--- src/logic/assc_pkg.sv ---
// Purpose: Shared constants and types for the seek, sense and set-features block
// Assumes: Classic Wishbone register access, 8-bit registers (11-bit environment word) in 32-bit words
// Notes: Offsets are byte addresses
package assc_pkg;
    // ----------------------------------------
    // Register offsets
    // ----------------------------------------
    localparam logic [7:0] ADR_FEATURE = 8'h00;
    localparam logic [7:0] ADR_SECCNT = 8'h04;
    localparam logic [7:0] ADR_LBA_LOW = 8'h08;
    localparam logic [7:0] ADR_LBA_MID = 8'h0c;
    localparam logic [7:0] ADR_LBA_HIGH = 8'h10;
    localparam logic [7:0] ADR_DEVICE = 8'h14;
    localparam logic [7:0] ADR_COMMAND = 8'h18;
    localparam logic [7:0] ADR_ERROR = 8'h1c;
    localparam logic [7:0] ADR_STATUS = 8'h20;
    localparam logic [7:0] ADR_FEAT_STATE = 8'h24;
    localparam logic [7:0] ADR_XFER_MODE = 8'h28;
    localparam logic [7:0] ADR_ENV = 8'h2c;
    // ----------------------------------------
    // Field positions
    // ----------------------------------------
    localparam int ERR_ABT_BIT = 2;
    localparam int ERR_IDN_BIT = 4;
    localparam int ST_ERR_BIT = 0;
    localparam int ST_DSC_BIT = 4;
    localparam int ST_RDY_BIT = 6;
    localparam int ST_BSY_BIT = 7;
    localparam int DEV_LBA_BIT = 6;
    localparam int LOW_OVERSTRESS_BIT = 0;
    // ----------------------------------------
    // Opcodes and feature codes
    // ----------------------------------------
    localparam logic [3:0] OP_SEEK_NIB = 4'h7;
    localparam logic [7:0] OP_SENSE = 8'hf0;
    localparam logic [7:0] OP_SETFEAT = 8'hef;
    localparam logic [7:0] SENSE_FEAT = 8'h01;
    localparam logic [7:0] FC_WC_ON = 8'h02;
    localparam logic [7:0] FC_XFER = 8'h03;
    localparam logic [7:0] FC_APM_ON = 8'h05;
    localparam logic [7:0] FC_AOFS_ON = 8'h09;
    localparam logic [7:0] FC_ECC40 = 8'h44;
    localparam logic [7:0] FC_RLA_OFF = 8'h55;
    localparam logic [7:0] FC_REV_OFF = 8'h66;
    localparam logic [7:0] FC_WC_OFF = 8'h82;
    localparam logic [7:0] FC_APM_OFF = 8'h85;
    localparam logic [7:0] FC_AOFS_OFF = 8'h89;
    localparam logic [7:0] FC_RLA_ON = 8'haa;
    localparam logic [7:0] FC_ECC4 = 8'hbb;
    localparam logic [7:0] FC_REV_ON = 8'hcc;
    localparam logic [4:0] XT_PIO_DEF = 5'h00;
    localparam logic [4:0] XT_PIO_FC = 5'h01;
    localparam logic [4:0] XT_MDMA = 5'h04;
    localparam logic [4:0] XT_UDMA = 5'h08;
    localparam logic [2:0] PIO_MAX = 3'h4;
    localparam logic [2:0] MDMA_MAX = 3'h2;
    localparam logic [2:0] UDMA_MAX = 3'h4;
    // ----------------------------------------
    // Power levels and reset values
    // ----------------------------------------
    localparam logic [1:0] PWR_ACTIVE_IDLE = 2'h0;
    localparam logic [1:0] PWR_LOW_IDLE = 2'h1;
    localparam logic [1:0] PWR_STANDBY = 2'h2;
    localparam logic [7:0] XFER_RST = 8'h00;
    localparam int SEEK_CYCLES_DEF = 16;
    localparam int SENSE_CYCLES_DEF = 8;

    typedef struct packed {
        logic wcache;
        logic rla;
        logic ecc40;
        logic revert;
        logic aofs;
        logic apm_en;
        logic [1:0] pwr_lvl;
    } assc_feat_t;

    localparam assc_feat_t FEAT_RST = '{wcache: 1'b1, rla: 1'b1, ecc40: 1'b0,
        revert: 1'b0, aofs: 1'b0, apm_en: 1'b0, pwr_lvl: 2'h0};

    typedef enum logic [1:0] {
        ST_IDLE = 2'b00,
        ST_EXEC = 2'b01,
        ST_DONE = 2'b11
    } assc_state_t;
endpackage

--- src/logic/assc_cmd.sv ---
// Purpose: Command interpreter for seek, temperature sense and set features
// Assumes: Single clock, Wishbone classic slave, environment inputs from pins
// Notes: Register reads show the device view; writes set the host view
`timescale 1ns/1ps
// What this block does
// Opcodes 7xh start a seek to the requested track and head.
// Seek runs identically whether or not the media is formatted.
// CHS seek takes cylinder from high/mid and head from device field.
// LBA seek target is low, mid, high and head bits in order.
// After an LBA seek the current address returns in the same registers.
// Sense needs feature 01h; other values abort.
// Sense executes without spinning up the spindle.
// Sense returns the temperature code in sector count.
// Sense sets the overstress flag in the low register when detected.
// Undefined set-features codes abort.
// Reset enables cache and look-ahead, 4 ECC bytes, no revert, no offset.
// 02h enables write cache, 82h disables it.
// 55h disables look-ahead, AAh enables it.
// 66h stops reverting to defaults, CCh re-enables it.
// 09h enters address offset mode, 89h leaves it.
// 44h selects 40 ECC bytes, BBh selects 4.
// 03h takes transfer type and mode from sector count.
// Transfer types decode to PIO, flow PIO, multiword DMA, Ultra DMA.
// APM level maps to idle, low idle or standby; 00h and FFh abort.
// 85h limits the deepest saving state to active idle.
// Spare exhaustion forces cache off; 02h still accepted silently.
// Host keeps reset and power for 5 s after cached writes.
// Busy while executing, then ready with error reflecting abort.
module assc_cmd #(
    parameter int SEEK_CYCLES = assc_pkg::SEEK_CYCLES_DEF,
    parameter int SENSE_CYCLES = assc_pkg::SENSE_CYCLES_DEF
) (
    input wire logic I_MCLK,
    input wire logic I_RST_N,
    input wire logic I_WB_CYC,
    input wire logic I_WB_STB,
    input wire logic I_WB_WE,
    input wire logic [7:0] I_WB_ADR,
    input wire logic [3:0] I_WB_SEL,
    input wire logic [31:0] I_WB_DAT,
    output logic [31:0] O_WB_DAT,
    output logic O_WB_ACK,
    input wire logic [7:0] I_TEMP_CODE,
    input wire logic I_OVERSTRESS,
    input wire logic I_SPARE_EXHAUSTED,
    input wire logic I_HARD_RESET,
    output logic O_SEEK_REQ,
    output logic [27:0] O_SEEK_TARGET,
    output logic O_SEEK_LBA,
    output logic O_SPINDLE_SPINUP,
    output assc_pkg::assc_feat_t O_FEATURES,
    output logic [7:0] O_XFER_MODE
);
    import assc_pkg::*;

    if (SEEK_CYCLES < 1 || SEEK_CYCLES > 65535 || SENSE_CYCLES < 1 ||
        SENSE_CYCLES > 65535) begin : gen_bad_cycles
        $error("assc_cmd: cycle counts out of range");
    end

    // ----------------------------------------
    // Pin synchronisers
    // ----------------------------------------
    logic [10:0] env_s1_q;
    logic [10:0] env_s2_q;
    always_ff @(posedge I_MCLK or negedge I_RST_N) begin
        if (!I_RST_N) begin
            env_s1_q <= 11'h000;
            env_s2_q <= 11'h000;
        end else begin
            env_s1_q <= {I_HARD_RESET, I_SPARE_EXHAUSTED, I_OVERSTRESS, I_TEMP_CODE};
            env_s2_q <= env_s1_q;
        end
    end
    // Temperature word taken only when two samples agree
    logic [7:0] temp_s3_q;
    logic [7:0] temp_q;
    always_ff @(posedge I_MCLK or negedge I_RST_N) begin
        if (!I_RST_N) begin
            temp_s3_q <= 8'h00;
            temp_q <= 8'h00;
        end else begin
            temp_s3_q <= env_s2_q[7:0];
            if (env_s2_q[7:0] == temp_s3_q) begin
                temp_q <= env_s2_q[7:0];
            end
        end
    end
    logic [7:0] temp_s;
    logic over_s;
    logic spare_s;
    logic hrst_s;
    assign temp_s = temp_q;
    assign over_s = env_s2_q[8];
    assign spare_s = env_s2_q[9];
    assign hrst_s = env_s2_q[10];

    // ----------------------------------------
    // Bus slave
    // ----------------------------------------
    logic ack_q;
    logic req;
    logic wr_stb;
    assign req = I_WB_CYC && I_WB_STB && !ack_q;
    assign wr_stb = req && I_WB_WE && I_WB_SEL[0];
    always_ff @(posedge I_MCLK or negedge I_RST_N) begin
        if (!I_RST_N) begin
            ack_q <= 1'b0;
        end else begin
            ack_q <= req;
        end
    end
    assign O_WB_ACK = ack_q;

    logic [7:0] feat_q;
    logic [7:0] scnt_q;
    logic [7:0] low_q;
    logic [7:0] mid_q;
    logic [7:0] high_q;
    logic [7:0] dev_q;
    logic [7:0] cmd_q;
    logic [7:0] err_q;
    logic bsy_q;
    logic rdy_q;
    logic dsc_q;
    assc_state_t state_q;
    logic [15:0] cnt_q;
    assc_feat_t ft_q;
    logic [7:0] xfer_q;
    logic cmd_go;
    assign cmd_go = wr_stb && I_WB_ADR == ADR_COMMAND && state_q == ST_IDLE;

    // ----------------------------------------
    // Command decode
    // ----------------------------------------
    logic is_seek;
    logic is_sense;
    logic is_sf;
    logic [27:0] tgt;
    assign is_seek = cmd_q[7:4] == OP_SEEK_NIB;
    assign is_sense = cmd_q == OP_SENSE;
    assign is_sf = cmd_q == OP_SETFEAT;
    // see R3
    assign tgt = dev_q[DEV_LBA_BIT] ? {dev_q[3:0], high_q, mid_q, low_q}
                                    : {dev_q[3:0], high_q, mid_q, 8'h00};

    logic xfer_ok;
    always_comb begin
        unique case (scnt_q[7:3]) // see R17
            XT_PIO_DEF: xfer_ok = scnt_q[2:0] <= 3'h1;
            XT_PIO_FC: xfer_ok = scnt_q[2:0] <= PIO_MAX;
            XT_MDMA: xfer_ok = scnt_q[2:0] <= MDMA_MAX;
            XT_UDMA: xfer_ok = scnt_q[2:0] <= UDMA_MAX;
            default: xfer_ok = 1'b0;
        endcase
    end

    logic sf_abort;
    always_comb begin
        unique case (feat_q)
            FC_WC_ON, FC_AOFS_ON, FC_ECC40, FC_RLA_OFF, FC_REV_OFF, FC_WC_OFF,
            FC_APM_OFF, FC_AOFS_OFF, FC_RLA_ON, FC_ECC4, FC_REV_ON: sf_abort = 1'b0;
            FC_XFER: sf_abort = !xfer_ok;
            FC_APM_ON: sf_abort = scnt_q == 8'h00 || scnt_q == 8'hff;
            default: sf_abort = 1'b1;
        endcase
    end

    logic cmd_abort;
    assign cmd_abort = is_sense ? feat_q != SENSE_FEAT :
                       is_sf ? sf_abort : !is_seek;

    // ----------------------------------------
    // Sequencer
    // ----------------------------------------
    always_ff @(posedge I_MCLK or negedge I_RST_N) begin
        if (!I_RST_N) begin
            state_q <= ST_IDLE;
            cnt_q <= 16'h0000;
        end else begin
            unique case (state_q)
                ST_IDLE: begin
                    if (cmd_go) begin
                        state_q <= ST_EXEC;
                    end
                end
                ST_EXEC: begin
                    if (cnt_q == 16'h0000) begin
                        cnt_q <= is_seek ? 16'(SEEK_CYCLES) : 16'(SENSE_CYCLES);
                        if (cmd_abort || is_sf) begin
                            cnt_q <= 16'h0001;
                        end
                    end else if (cnt_q == 16'h0001) begin
                        state_q <= ST_DONE;
                        cnt_q <= 16'h0000;
                    end else begin
                        cnt_q <= cnt_q - 16'h0001;
                    end
                end
                ST_DONE: state_q <= ST_IDLE;
            endcase
        end
    end
    logic fin;
    assign fin = state_q == ST_DONE;


    always_ff @(posedge I_MCLK or negedge I_RST_N) begin
        if (!I_RST_N) begin
            bsy_q <= 1'b0;
            rdy_q <= 1'b1;
            dsc_q <= 1'b1;
            err_q <= 8'h00;
        end else if (cmd_go) begin
            bsy_q <= 1'b1;
            rdy_q <= 1'b0;
            err_q <= 8'h00;
        end else if (fin) begin
            bsy_q <= 1'b0;
            rdy_q <= 1'b1;
            dsc_q <= 1'b1;
            err_q[ERR_ABT_BIT] <= cmd_abort;
        end else if (state_q == ST_EXEC && is_seek) begin
            dsc_q <= 1'b0;
        end
    end

    // Seek request; no format state is consulted
    always_ff @(posedge I_MCLK or negedge I_RST_N) begin
        if (!I_RST_N) begin
            O_SEEK_REQ <= 1'b0;
            O_SEEK_TARGET <= 28'h0000000;
            O_SEEK_LBA <= 1'b0;
        end else begin
            O_SEEK_REQ <= state_q == ST_EXEC && cnt_q == 16'h0000 && is_seek; // see R1
            if (state_q == ST_EXEC && cnt_q == 16'h0000 && is_seek) begin
                O_SEEK_TARGET <= tgt;
                O_SEEK_LBA <= dev_q[DEV_LBA_BIT];
            end
        end
    end

    // ----------------------------------------
    // Command block registers
    // ----------------------------------------
    always_ff @(posedge I_MCLK or negedge I_RST_N) begin
        if (!I_RST_N) begin
            feat_q <= 8'h00;
            scnt_q <= 8'h00;
            low_q <= 8'h00;
            mid_q <= 8'h00;
            high_q <= 8'h00;
            dev_q <= 8'h00;
            cmd_q <= 8'h00;
        end else begin
            if (wr_stb && !bsy_q) begin
                unique case (I_WB_ADR)
                    ADR_FEATURE: feat_q <= I_WB_DAT[7:0];
                    ADR_SECCNT: scnt_q <= I_WB_DAT[7:0];
                    ADR_LBA_LOW: low_q <= I_WB_DAT[7:0];
                    ADR_LBA_MID: mid_q <= I_WB_DAT[7:0];
                    ADR_LBA_HIGH: high_q <= I_WB_DAT[7:0];
                    ADR_DEVICE: dev_q <= I_WB_DAT[7:0];
                    ADR_COMMAND: cmd_q <= I_WB_DAT[7:0];
                    default: ;
                endcase
            end
            if (fin && !cmd_abort && is_seek && dev_q[DEV_LBA_BIT]) begin

                low_q <= O_SEEK_TARGET[7:0];
                mid_q <= O_SEEK_TARGET[15:8];
                high_q <= O_SEEK_TARGET[23:16];
                dev_q[3:0] <= O_SEEK_TARGET[27:24];
            end
            if (fin && !cmd_abort && is_sense) begin
                scnt_q <= temp_s;
                low_q <= 8'h00;
                low_q[LOW_OVERSTRESS_BIT] <= over_s;
            end
        end
    end

    // ----------------------------------------
    // Feature state
    // ----------------------------------------
    logic sf_apply;
    assign sf_apply = fin && is_sf && !sf_abort;
    always_ff @(posedge I_MCLK or negedge I_RST_N) begin
        if (!I_RST_N) begin
            ft_q <= FEAT_RST;
            xfer_q <= XFER_RST;
        end else begin
            if (hrst_s && ft_q.revert) begin
                ft_q <= FEAT_RST;
                xfer_q <= XFER_RST;
            end else if (sf_apply) begin
                unique case (feat_q)
                    FC_WC_ON: ft_q.wcache <= 1'b1;
                    FC_WC_OFF: ft_q.wcache <= 1'b0;
                    FC_RLA_OFF: ft_q.rla <= 1'b0;
                    FC_RLA_ON: ft_q.rla <= 1'b1;
                    FC_REV_OFF: ft_q.revert <= 1'b0;
                    FC_REV_ON: ft_q.revert <= 1'b1;
                    FC_AOFS_ON: ft_q.aofs <= 1'b1;
                    FC_AOFS_OFF: ft_q.aofs <= 1'b0;
                    FC_ECC40: ft_q.ecc40 <= 1'b1;
                    FC_ECC4: ft_q.ecc40 <= 1'b0;
                    FC_XFER: xfer_q <= scnt_q;
                    FC_APM_ON: begin
                        ft_q.apm_en <= 1'b1;

                        ft_q.pwr_lvl <= scnt_q >= 8'hc0 ? PWR_ACTIVE_IDLE :
                                        scnt_q >= 8'h80 ? PWR_LOW_IDLE : PWR_STANDBY;
                    end
                    FC_APM_OFF: begin
                        ft_q.apm_en <= 1'b0;
                        ft_q.pwr_lvl <= PWR_ACTIVE_IDLE;
                    end
                    default: ;
                endcase
            end
        end
    end


    always_comb begin
        O_FEATURES = ft_q;
        O_FEATURES.wcache = ft_q.wcache && !spare_s;
    end
    assign O_XFER_MODE = xfer_q;
    assign O_SPINDLE_SPINUP = 1'b0;

    // ----------------------------------------
    // Read data
    // ----------------------------------------
    logic [7:0] status;
    assign status = {bsy_q, rdy_q, 1'b0, dsc_q, 3'b000, err_q[ERR_ABT_BIT]};
    always_ff @(posedge I_MCLK or negedge I_RST_N) begin
        if (!I_RST_N) begin
            O_WB_DAT <= 32'h00000000;
        end else if (req && !I_WB_WE) begin
            unique case (I_WB_ADR)
                ADR_FEATURE: O_WB_DAT <= {24'h000000, feat_q};
                ADR_SECCNT: O_WB_DAT <= {24'h000000, scnt_q};
                ADR_LBA_LOW: O_WB_DAT <= {24'h000000, low_q};
                ADR_LBA_MID: O_WB_DAT <= {24'h000000, mid_q};
                ADR_LBA_HIGH: O_WB_DAT <= {24'h000000, high_q};
                ADR_DEVICE: O_WB_DAT <= {24'h000000, dev_q};
                ADR_COMMAND: O_WB_DAT <= {24'h000000, cmd_q};
                ADR_ERROR: O_WB_DAT <= {24'h000000, err_q};
                ADR_STATUS: O_WB_DAT <= {24'h000000, status};
                ADR_FEAT_STATE: O_WB_DAT <= {24'h000000, O_FEATURES};
                ADR_XFER_MODE: O_WB_DAT <= {24'h000000, xfer_q};
                ADR_ENV: O_WB_DAT <= {21'h00000, env_s2_q};
                default: O_WB_DAT <= 32'h00000000;
            endcase
        end
    end
endmodule // assc_cmd

--- config.mk ---
export PLATFORM = sky130hd
export DESIGN_NAME = assc_cmd
export DESIGN_NICKNAME = d
export VERILOG_FILES = /design/src/logic/assc_pkg.sv /design/src/logic/assc_cmd.sv
export SDC_FILE = /design/constraint.sdc
export NUM_CORES = 1
export LEC_CHECK = 0
export BUFFER_PORTS_ARGS = -buffer_cell sky130_fd_sc_hd__buf_2
export CAP_MARGIN = 5
export CORE_ASPECT_RATIO = 0.7
export CORE_MARGIN = 2
export CORE_UTILIZATION = 50
export DETAILED_ROUTE_END_ITERATION = 16
export PLACE_DENSITY_LB_ADDON = 0.05
export SYNTH_ARGS = -nofsm -noshare
export SYNTH_HDL_FRONTEND = slang
export SYNTH_SLANG_ARGS = --single-unit
--- constraint.sdc ---
create_clock -name I_MCLK -period 3.72 [get_ports I_MCLK]
set_input_delay 0.186 -clock I_MCLK [delete_from_list [all_inputs] [get_ports I_MCLK]]
set_output_delay 0.186 -clock I_MCLK [all_outputs]
set_load 0.02 [all_outputs]
==> results of run 1 <==
## timing repair
| action | CTS | global route |
|---|---|---|
| hold buffers | 12 | 0 |
| gates resized for setup | 0 | 0 |
| endpoints found under the hold margin | 117 | 0 |
## where the power goes
group | internal [W] | switching, W | total (W)
sequential | 0.00197 | 0.0000831 | 0.00206
clock | 0.000903 | 0.000877 | 0.00178
combinational | 0.000167 | 0.000248 | 0.000415
## cell type report
type                    instances  share of cell area
inverters                      13             0.00516
multi-input cells             562               0.370
clock inverters                15              0.0183
repair buffers                113              0.0711
well taps                     225              0.0298
clock buffers                  17              0.0450
flip-flops and latches        174               0.461
## routing by layer
| layer | vias to the layer above | GRT usage |
|---|---|---|
| li1 | 2947 | - |
| met1 | 3302 | 0.440 |
| met2 | 255 | 0.380 |
| met3 | 34 | 0.0723 |
| met4 | 0 | 0.0887 |
| met5 | - | 0 |
## registers in the layout (all words and copies together), names as in the netlist, 2 cells and up
signal,count
mid_q,8
scnt_q,8
O_XFER_MODE,8
O_FEATURES,7
env_s1_q,11
temp_s3_q,8
feat_q,8
high_q,8
state_q,2
O_SEEK_TARGET,28
env_s2_q,11
low_q,8
O_WB_DAT,11
temp_q,8
cnt_q,16
cmd_q,8
dev_q,8
## metrics by stage
| step | hold WS [ns] | std cells |
|---|---|---|
| after floorplan | -0.110 | 807 |
| after global placement | 0.294 | 1075 |
| after detailed placement | 0.295 | 1075 |
| after CTS | 0.0706 | 1119 |
| after global routing | 0.0730 | 1119 |
| final | 0.0717 | 1119 |
## final timing paths
check                                     end  slack, ns  cells past startpoint
worst min register to register    env_s2_q[1]       0.35                      0
min in group asynchronous         env_s1_q[1]       0.42                      2
worst max register to register  O_FEATURES[1]       0.88                      6
worst max-delay path            O_FEATURES[1]       0.88                      6
worst min-delay path                 O_WB_ACK       0.07                      2
max in group asynchronous       O_FEATURES[6]       2.37                      3
## kinds of logic after synthesis
| family | Yosys count | synth area share |
|---|---|---|
| XOR/XNOR | 22 | 0.0235 |
| adder cells (fa/ha/maj) | 2 | 0.00306 |
| flip-flops | 174 | 0.532 |
| other | 1 | 0.000458 |
| AND/OR/NAND/NOR | 305 | 0.186 |
| buffers and inverters | 71 | 0.0507 |
| AO/OA/AOI/OAI | 143 | 0.116 |
| multiplexers | 68 | 0.0873 |
## critical path, delay by kind of cell, from the launching register on
kind | cells | cell delay [ns]
DFF | 1 | 0.51
and+or+nand+nor | 3 | 1.41
muxes | 1 | 0.22
AOI/OAI and AO/OA | 2 | 0.61
## cell usage in the layout (no fill, tap or decap), types with 4 or more instances in the layout
cell type      count
and3_1             7
o211ai_1           4
or3_1              6
nand3_1           22
conb_1            22
dfrtp_1          170
a31oi_1            6
buf_4             10
o21ai_0           26
inv_1             13
nor2b_1            6
a22o_1             7
xor2_1            14
clkinv_4           4
buf_2             89
nand2b_1           8
clkinv_8           5
nand2_1          121
a21o_1             7
xnor2_1            8
a22oi_1           28
a222oi_1           4
nand4_1            5
nor3_1             9
a21oi_1           40
dlygate4sd3_1     12
nor4_1            10
dfstp_2            4
mux2i_1           41
or4_1              7
nor2_1            68
mux2_2            27
clkbuf_16         17
==> out/metrics.csv, run 1 <==
stage,metric,value,unit
sta,TNS Setup,0,ns
clock_tree,root buf cell,clkbuf_16,
worst_hold_path,Hold/Removal Path Class,in2reg,
sta,RSZ-0062 raised after global routing,false,
placed_design,DP Area,0.00874,mm2
placed_design,placed wire-length estimate,16800,um
pwr,Leak,4.76,nW
logic_synthesis,Mapped Area,0.00819,mm2
critical_path,Worst Path Max Fanout,9,
layout,area occupied by multi-input gates,0.00350,mm2
critical_path,RR Startpoint,feat_q[5],
pwr,Peak VDD IR,297,uV
global_routing,GRT Total Usage,0.282,
drt,DR vias/cell,5.84,
global_routing,gr ovfl total,0,
die,die span in x,157,um
layout,storage element area,0.00436,mm2
critical_path,CP Launch Type,flip-flop,
drt,router iterations before antenna repair,5,
global_routing,initial antenna violation count,1,
sta,Slew @ Worst Pin,0.982,ns
global_routing,first-pass GRT wire length,36400,um
outcome,status,"complete, no violations",
logic_synthesis,"Seq/Total Area, Yosys",0.532,
pwr,total power,0.00425,W
clock_tree,clock-pin transition on the worst setup and hold timing paths,0.07,ns
global_routing,vias in the first global route,6210,
clock_tree,Skew-Pair Late Insertion Delay,0.44,ns
die,Cell Rows,39,
sta,setup ws final,0.882,ns
drt,Avg WL per Cell,20.8,um
clock_tree,H-tree depth,4,
layout,antenna cells,0,
die,DIE HEIGHT,111,um
logic_synthesis,most common cell in the netlist,dfrtp_1,
run,MaxCap Viol Count,0,
global_routing,largest net degree at the start of global routing,109,
drt,met1 wire length,11200,um
critical_path,kind of critical path,reg2reg,
layout,FILL cells,1377,
sta,max_slew headroom,0.345,
die,CORE AREA,0.0162,mm2
drt,top layer in use,met4,
layout,area grow syn2layout,15.5,%
logic_synthesis,synth unique cells,75,
critical_path,Critical-path top delay cell,or4b_4,
drt,vias post-DR,6538,
layout,final instance area,0.00946,mm2
logic_synthesis,Mean Syn Cell Area,10.4,um2
logic_synthesis,number of flops mapped to enable cells by yosys,0,
drt,DR iter-0 viols,621,
logic_synthesis,register bit total from synthesis,174,
clock_tree,setup bufs post-CTS,0,
logic_synthesis,Post-synth ARST share,1.00,
critical_path,Worst setup EP type,flip-flop,
sta,Slew Limit Fails,0,
critical_path,CP startpoint,feat_q[5],
placed_design,Setup Slack @ Placement,1.02,ns
sta,Setup Skew,0.0117,ns
sta,maximum clock rate,352,MHz
placed_design,final RePlAce weighted congestion,0.899,
placed_design,# port buffers,90,
drt,WL met2,9750,um
drt,ANT nets after route,0,
layout,share of cells above drive strength 1,0.211,
critical_path,Max stage delay on crit path,0.58,ns
sta,number of setup violations in the final report,0,
sta,fin crit share,0.763,
die,effective utilization at floorplan,0.507,
die,Top Ports,140,
clock_tree,CTS Buf Count,17,
logic_synthesis,Ys Warns,0,
die,Die ar.,0.0174,mm2
layout,nets@finish,943,
logic_synthesis,synth cell count leaders,"dfrtp_1 (170), nand2_1 (121), nor2_1 (68), mux2i_1 (41), a21oi_1 (40)",
logic_synthesis,"Top FF cell, synth",dfrtp_1,
drt,metal3 WL,1900,um
pwr,Pwr Density,450,mW/mm2
layout,Final Util,0.585,
sta,Final min period,2.84,ns
logic_synthesis,leading area contributor after synthesis,dfrtp_1,
logic_synthesis,most area-consuming cells after synthesis,"dfrtp_1 (52%), nand2_1 (5.5%), mux2i_1 (5.0%), mux2_2 (3.7%), nor2_1 (3.1%)",
drt,WL final,23200,um
clock_tree,TritonCTS clock tree,yes,
critical_path,crit-path cells,"or4b_4, nor4b_1, o211ai_1, o2111a_1, nand2_1, mux2i_1",
sta,Final Hold Viols,0,
logic_synthesis,Yosys top cell area share,0.520,
clock_tree,CTS Buffer Depth,2,
drt,Remaining DRCs,0,
critical_path,arrival time worst endpoint,3.19,ns
clock_tree,clock sink total,174,
critical_path,Worst Path Required,4.07,ns
worst_hold_path,hold_sp,I_WB_CYC,
logic_synthesis,Mapped Cells,786,
No activity file was read; power rests on OpenSTA's default activity.
==> run 2, diff against run 1 <==
- clock period: 3.72 -> 2.5 ns (I/O delays scaled with it)
==> out/metrics.csv, run 2 (synthesized netlist as in run 1, its figures left out) <==
stage,metric,value,unit,change
sta,setup ws final,0.122,ns,-0.760 ns
layout,antenna cells,0,,unchanged
critical_path,Worst Path Required,2.88,ns,-1.19 ns
clock_tree,CTS Buffer Depth,2,,unchanged
sta,Slew Limit Fails,0,,unchanged
drt,DR vias/cell,5.83,,-0.30%
critical_path,arrival time worst endpoint,2.75,ns,-0.44 ns
clock_tree,root buf cell,clkbuf_16,,
drt,WL final,24200,um,+4.3%
run,MaxCap Viol Count,0,,unchanged
global_routing,first-pass GRT wire length,37700,um,+3.4%
critical_path,Worst setup EP type,flip-flop,,
die,CORE AREA,0.0162,mm2,unchanged
drt,Avg WL per Cell,21.1,um,+1.5%
pwr,Leak,4.91,nW,+3.3%
global_routing,gr ovfl total,0,,unchanged
sta,Setup Skew,0.0161,ns,+0.00443 ns
critical_path,RR Endpoint,O_SEEK_TARGET[7],,
drt,DR iter-0 viols,608,,-2.1%
die,Top Ports,140,,unchanged
pwr,Peak VDD IR,376,uV,+27%
global_routing,initial antenna violation count,0,,-1
placed_design,placed wire-length estimate,17900,um,+6.4%
drt,ANT nets after route,0,,unchanged
placed_design,DP Area,0.00899,mm2,+2.9%
worst_hold_path,Hold/Removal Path Class,in2reg,,
placed_design,Setup Slack @ Placement,-0.0256,ns,-1.05 ns
critical_path,CP startpoint,cnt_q[4],,
global_routing,GRT Total Usage,0.290,,+0.00884
critical_path,CP Launch Type,flip-flop,,
layout,Top reg by flops,O_SEEK_TARGET,,
clock_tree,TritonCTS clock tree,yes,,
critical_path,Worst Path Max Fanout,30,,+21
layout,biggest regs,"O_SEEK_TARGET: 28 flops, cnt_q: 16 flops",,
global_routing,vias in the first global route,6370,,+2.6%
drt,vias post-DR,6693,,+2.4%
critical_path,R2R Setup Slk,0.12,ns,-0.76 ns
sta,Slew @ Worst Pin,0.828,ns,-0.154 ns
layout,FILL cells,1360,,-1.2%
layout,"commonest non-fill, non-tap cell in the layout",dfrtp_1,,
sta,fin crit share,0.951,,+0.188
clock_tree,CTS Buf Count,17,,unchanged
critical_path,last element of the critical path,O_SEEK_TARGET[7],,
critical_path,RR Startpoint,cnt_q[4],,
placed_design,# port buffers,90,,unchanged
pwr,Pwr Density,659,mW/mm2,+47%
layout,nets@finish,973,,+3.2%
layout,share of cells above drive strength 1,0.239,,+0.0278
die,effective utilization at floorplan,0.507,,unchanged
layout,final instance area,0.00971,mm2,+2.7%
clock_tree,clock sink total,174,,unchanged
clock_tree,clock-pin transition on the worst setup and hold timing paths,0.08,ns,about the same
outcome,status,"complete, no violations",,
critical_path,kind of critical path,reg2reg,,
layout,fin cells,1149,,+2.7%
placed_design,placed cell count,1105,,+2.8%
sta,RSZ-0062 raised after global routing,false,,
sta,Hold Slack,0.0148,ns,-0.0569 ns
sta,Final min period,2.38,ns,-0.460 ns
clock_tree,H-tree depth,4,,unchanged
global_routing,largest net degree at the start of global routing,65,,-40%
die,Cell Rows,39,,unchanged
clock_tree,setup bufs post-CTS,0,,unchanged
sta,number of setup violations in the final report,0,,unchanged
critical_path,Worst Reg-to-Reg Cells,8,,+2
sta,Final Hold Viols,0,,unchanged
sta,maximum clock rate,420,MHz,+19%
die,Die ar.,0.0174,mm2,unchanged
placed_design,final RePlAce weighted congestion,0.951,,+5.7%
die,DIE HEIGHT,111,um,unchanged
layout,area grow syn2layout,18.6,%,
drt,Remaining DRCs,0,,unchanged
layout,number of flip-flops in the largest register,28,,unchanged
clock_tree,Skew-Pair Late Insertion Delay,0.44,ns,about the same
sta,max_slew headroom,0.444,,+0.0983
drt,router iterations before antenna repair,4,,-1
sta,TNS Setup,0,ns,unchanged
die,die span in x,157,um,unchanged
layout,most frequent cells in the layout,"dfrtp_1 (170), nand2_1 (121), buf_2 (89)",,
[run 2: final cells by class]
cell class	instances	area (um2)	area share
Inverter	13	48.8	0.00503
Sequential cell	174	4360	0.449
Clock inverter	14	150	0.0155
Timing Repair Buffer	143	922	0.0950
Clock buffer	18	439	0.0452
Multi-Input combinational cell	562	3510	0.361
Tap cell	225	282	0.0290
[run 2: layer usage]
metal,GRT usage,share of wire,vias up
met5,0,0,-
met1,0.441,0.47,3385
met2,0.424,0.44,269
met4,0.0716,0.016,0
li1,-,-,3012
met3,0.0637,0.071,27
[run 2: how the worst min path moves through the flow]
stage / slack, ns / from / to / cells past startpoint
floorplan: -0.17 / I_RST_N / O_FEATURES[0] / 0
global placement: 0.14 / I_RST_N / env_s1_q[7] / 1
detailed placement: 0.15 / I_RST_N / env_s1_q[7] / 1
CTS: 0.004 / I_WB_CYC / O_WB_ACK / 2
global route: 0.02 / I_WB_CYC / O_WB_ACK / 2
finish: 0.01 / I_WB_CYC / O_WB_ACK / 2
[run 2: repair_timing]
action                                  in CTS  in global routing
resized for setup                            1                  1
endpoints found under the setup margin       3                  7
pin swaps                                    0                  0
gates cloned                                 0                  0
hold buffers                                12                  0
hold endpoints to repair                    70                  0
[run 2: worst max-delay path: stages, from the launching register on]
cell and delay, ns:
dfrtp_1 0.41, or4_1 0.58, nor4bb_2 0.40, and2_1 0.25, nand3_1 0.11, inv_1 0.15
buf_12 0.20, nand3_1 0.10, nand2_1 0.10
[run 2: stage by stage]
stage | utilization | total power [W]
after floorplan | - | 0.00350
after global placement | 0.557 | 0.00375
after detailed placement | 0.557 | 0.00379
after CTS | 0.601 | 0.00642
after global routing | 0.601 | 0.00665
final | 0.601 | 0.00640
[run 2: power breakdown]
| part | total [W] | internal, W | switching [W] |
|---|---|---|---|
| Combinational | 0.000699 | 0.000317 | 0.000381 |
| Sequential | 0.00307 | 0.00294 | 0.000132 |
| Clock | 0.00263 | 0.00136 | 0.00127 |
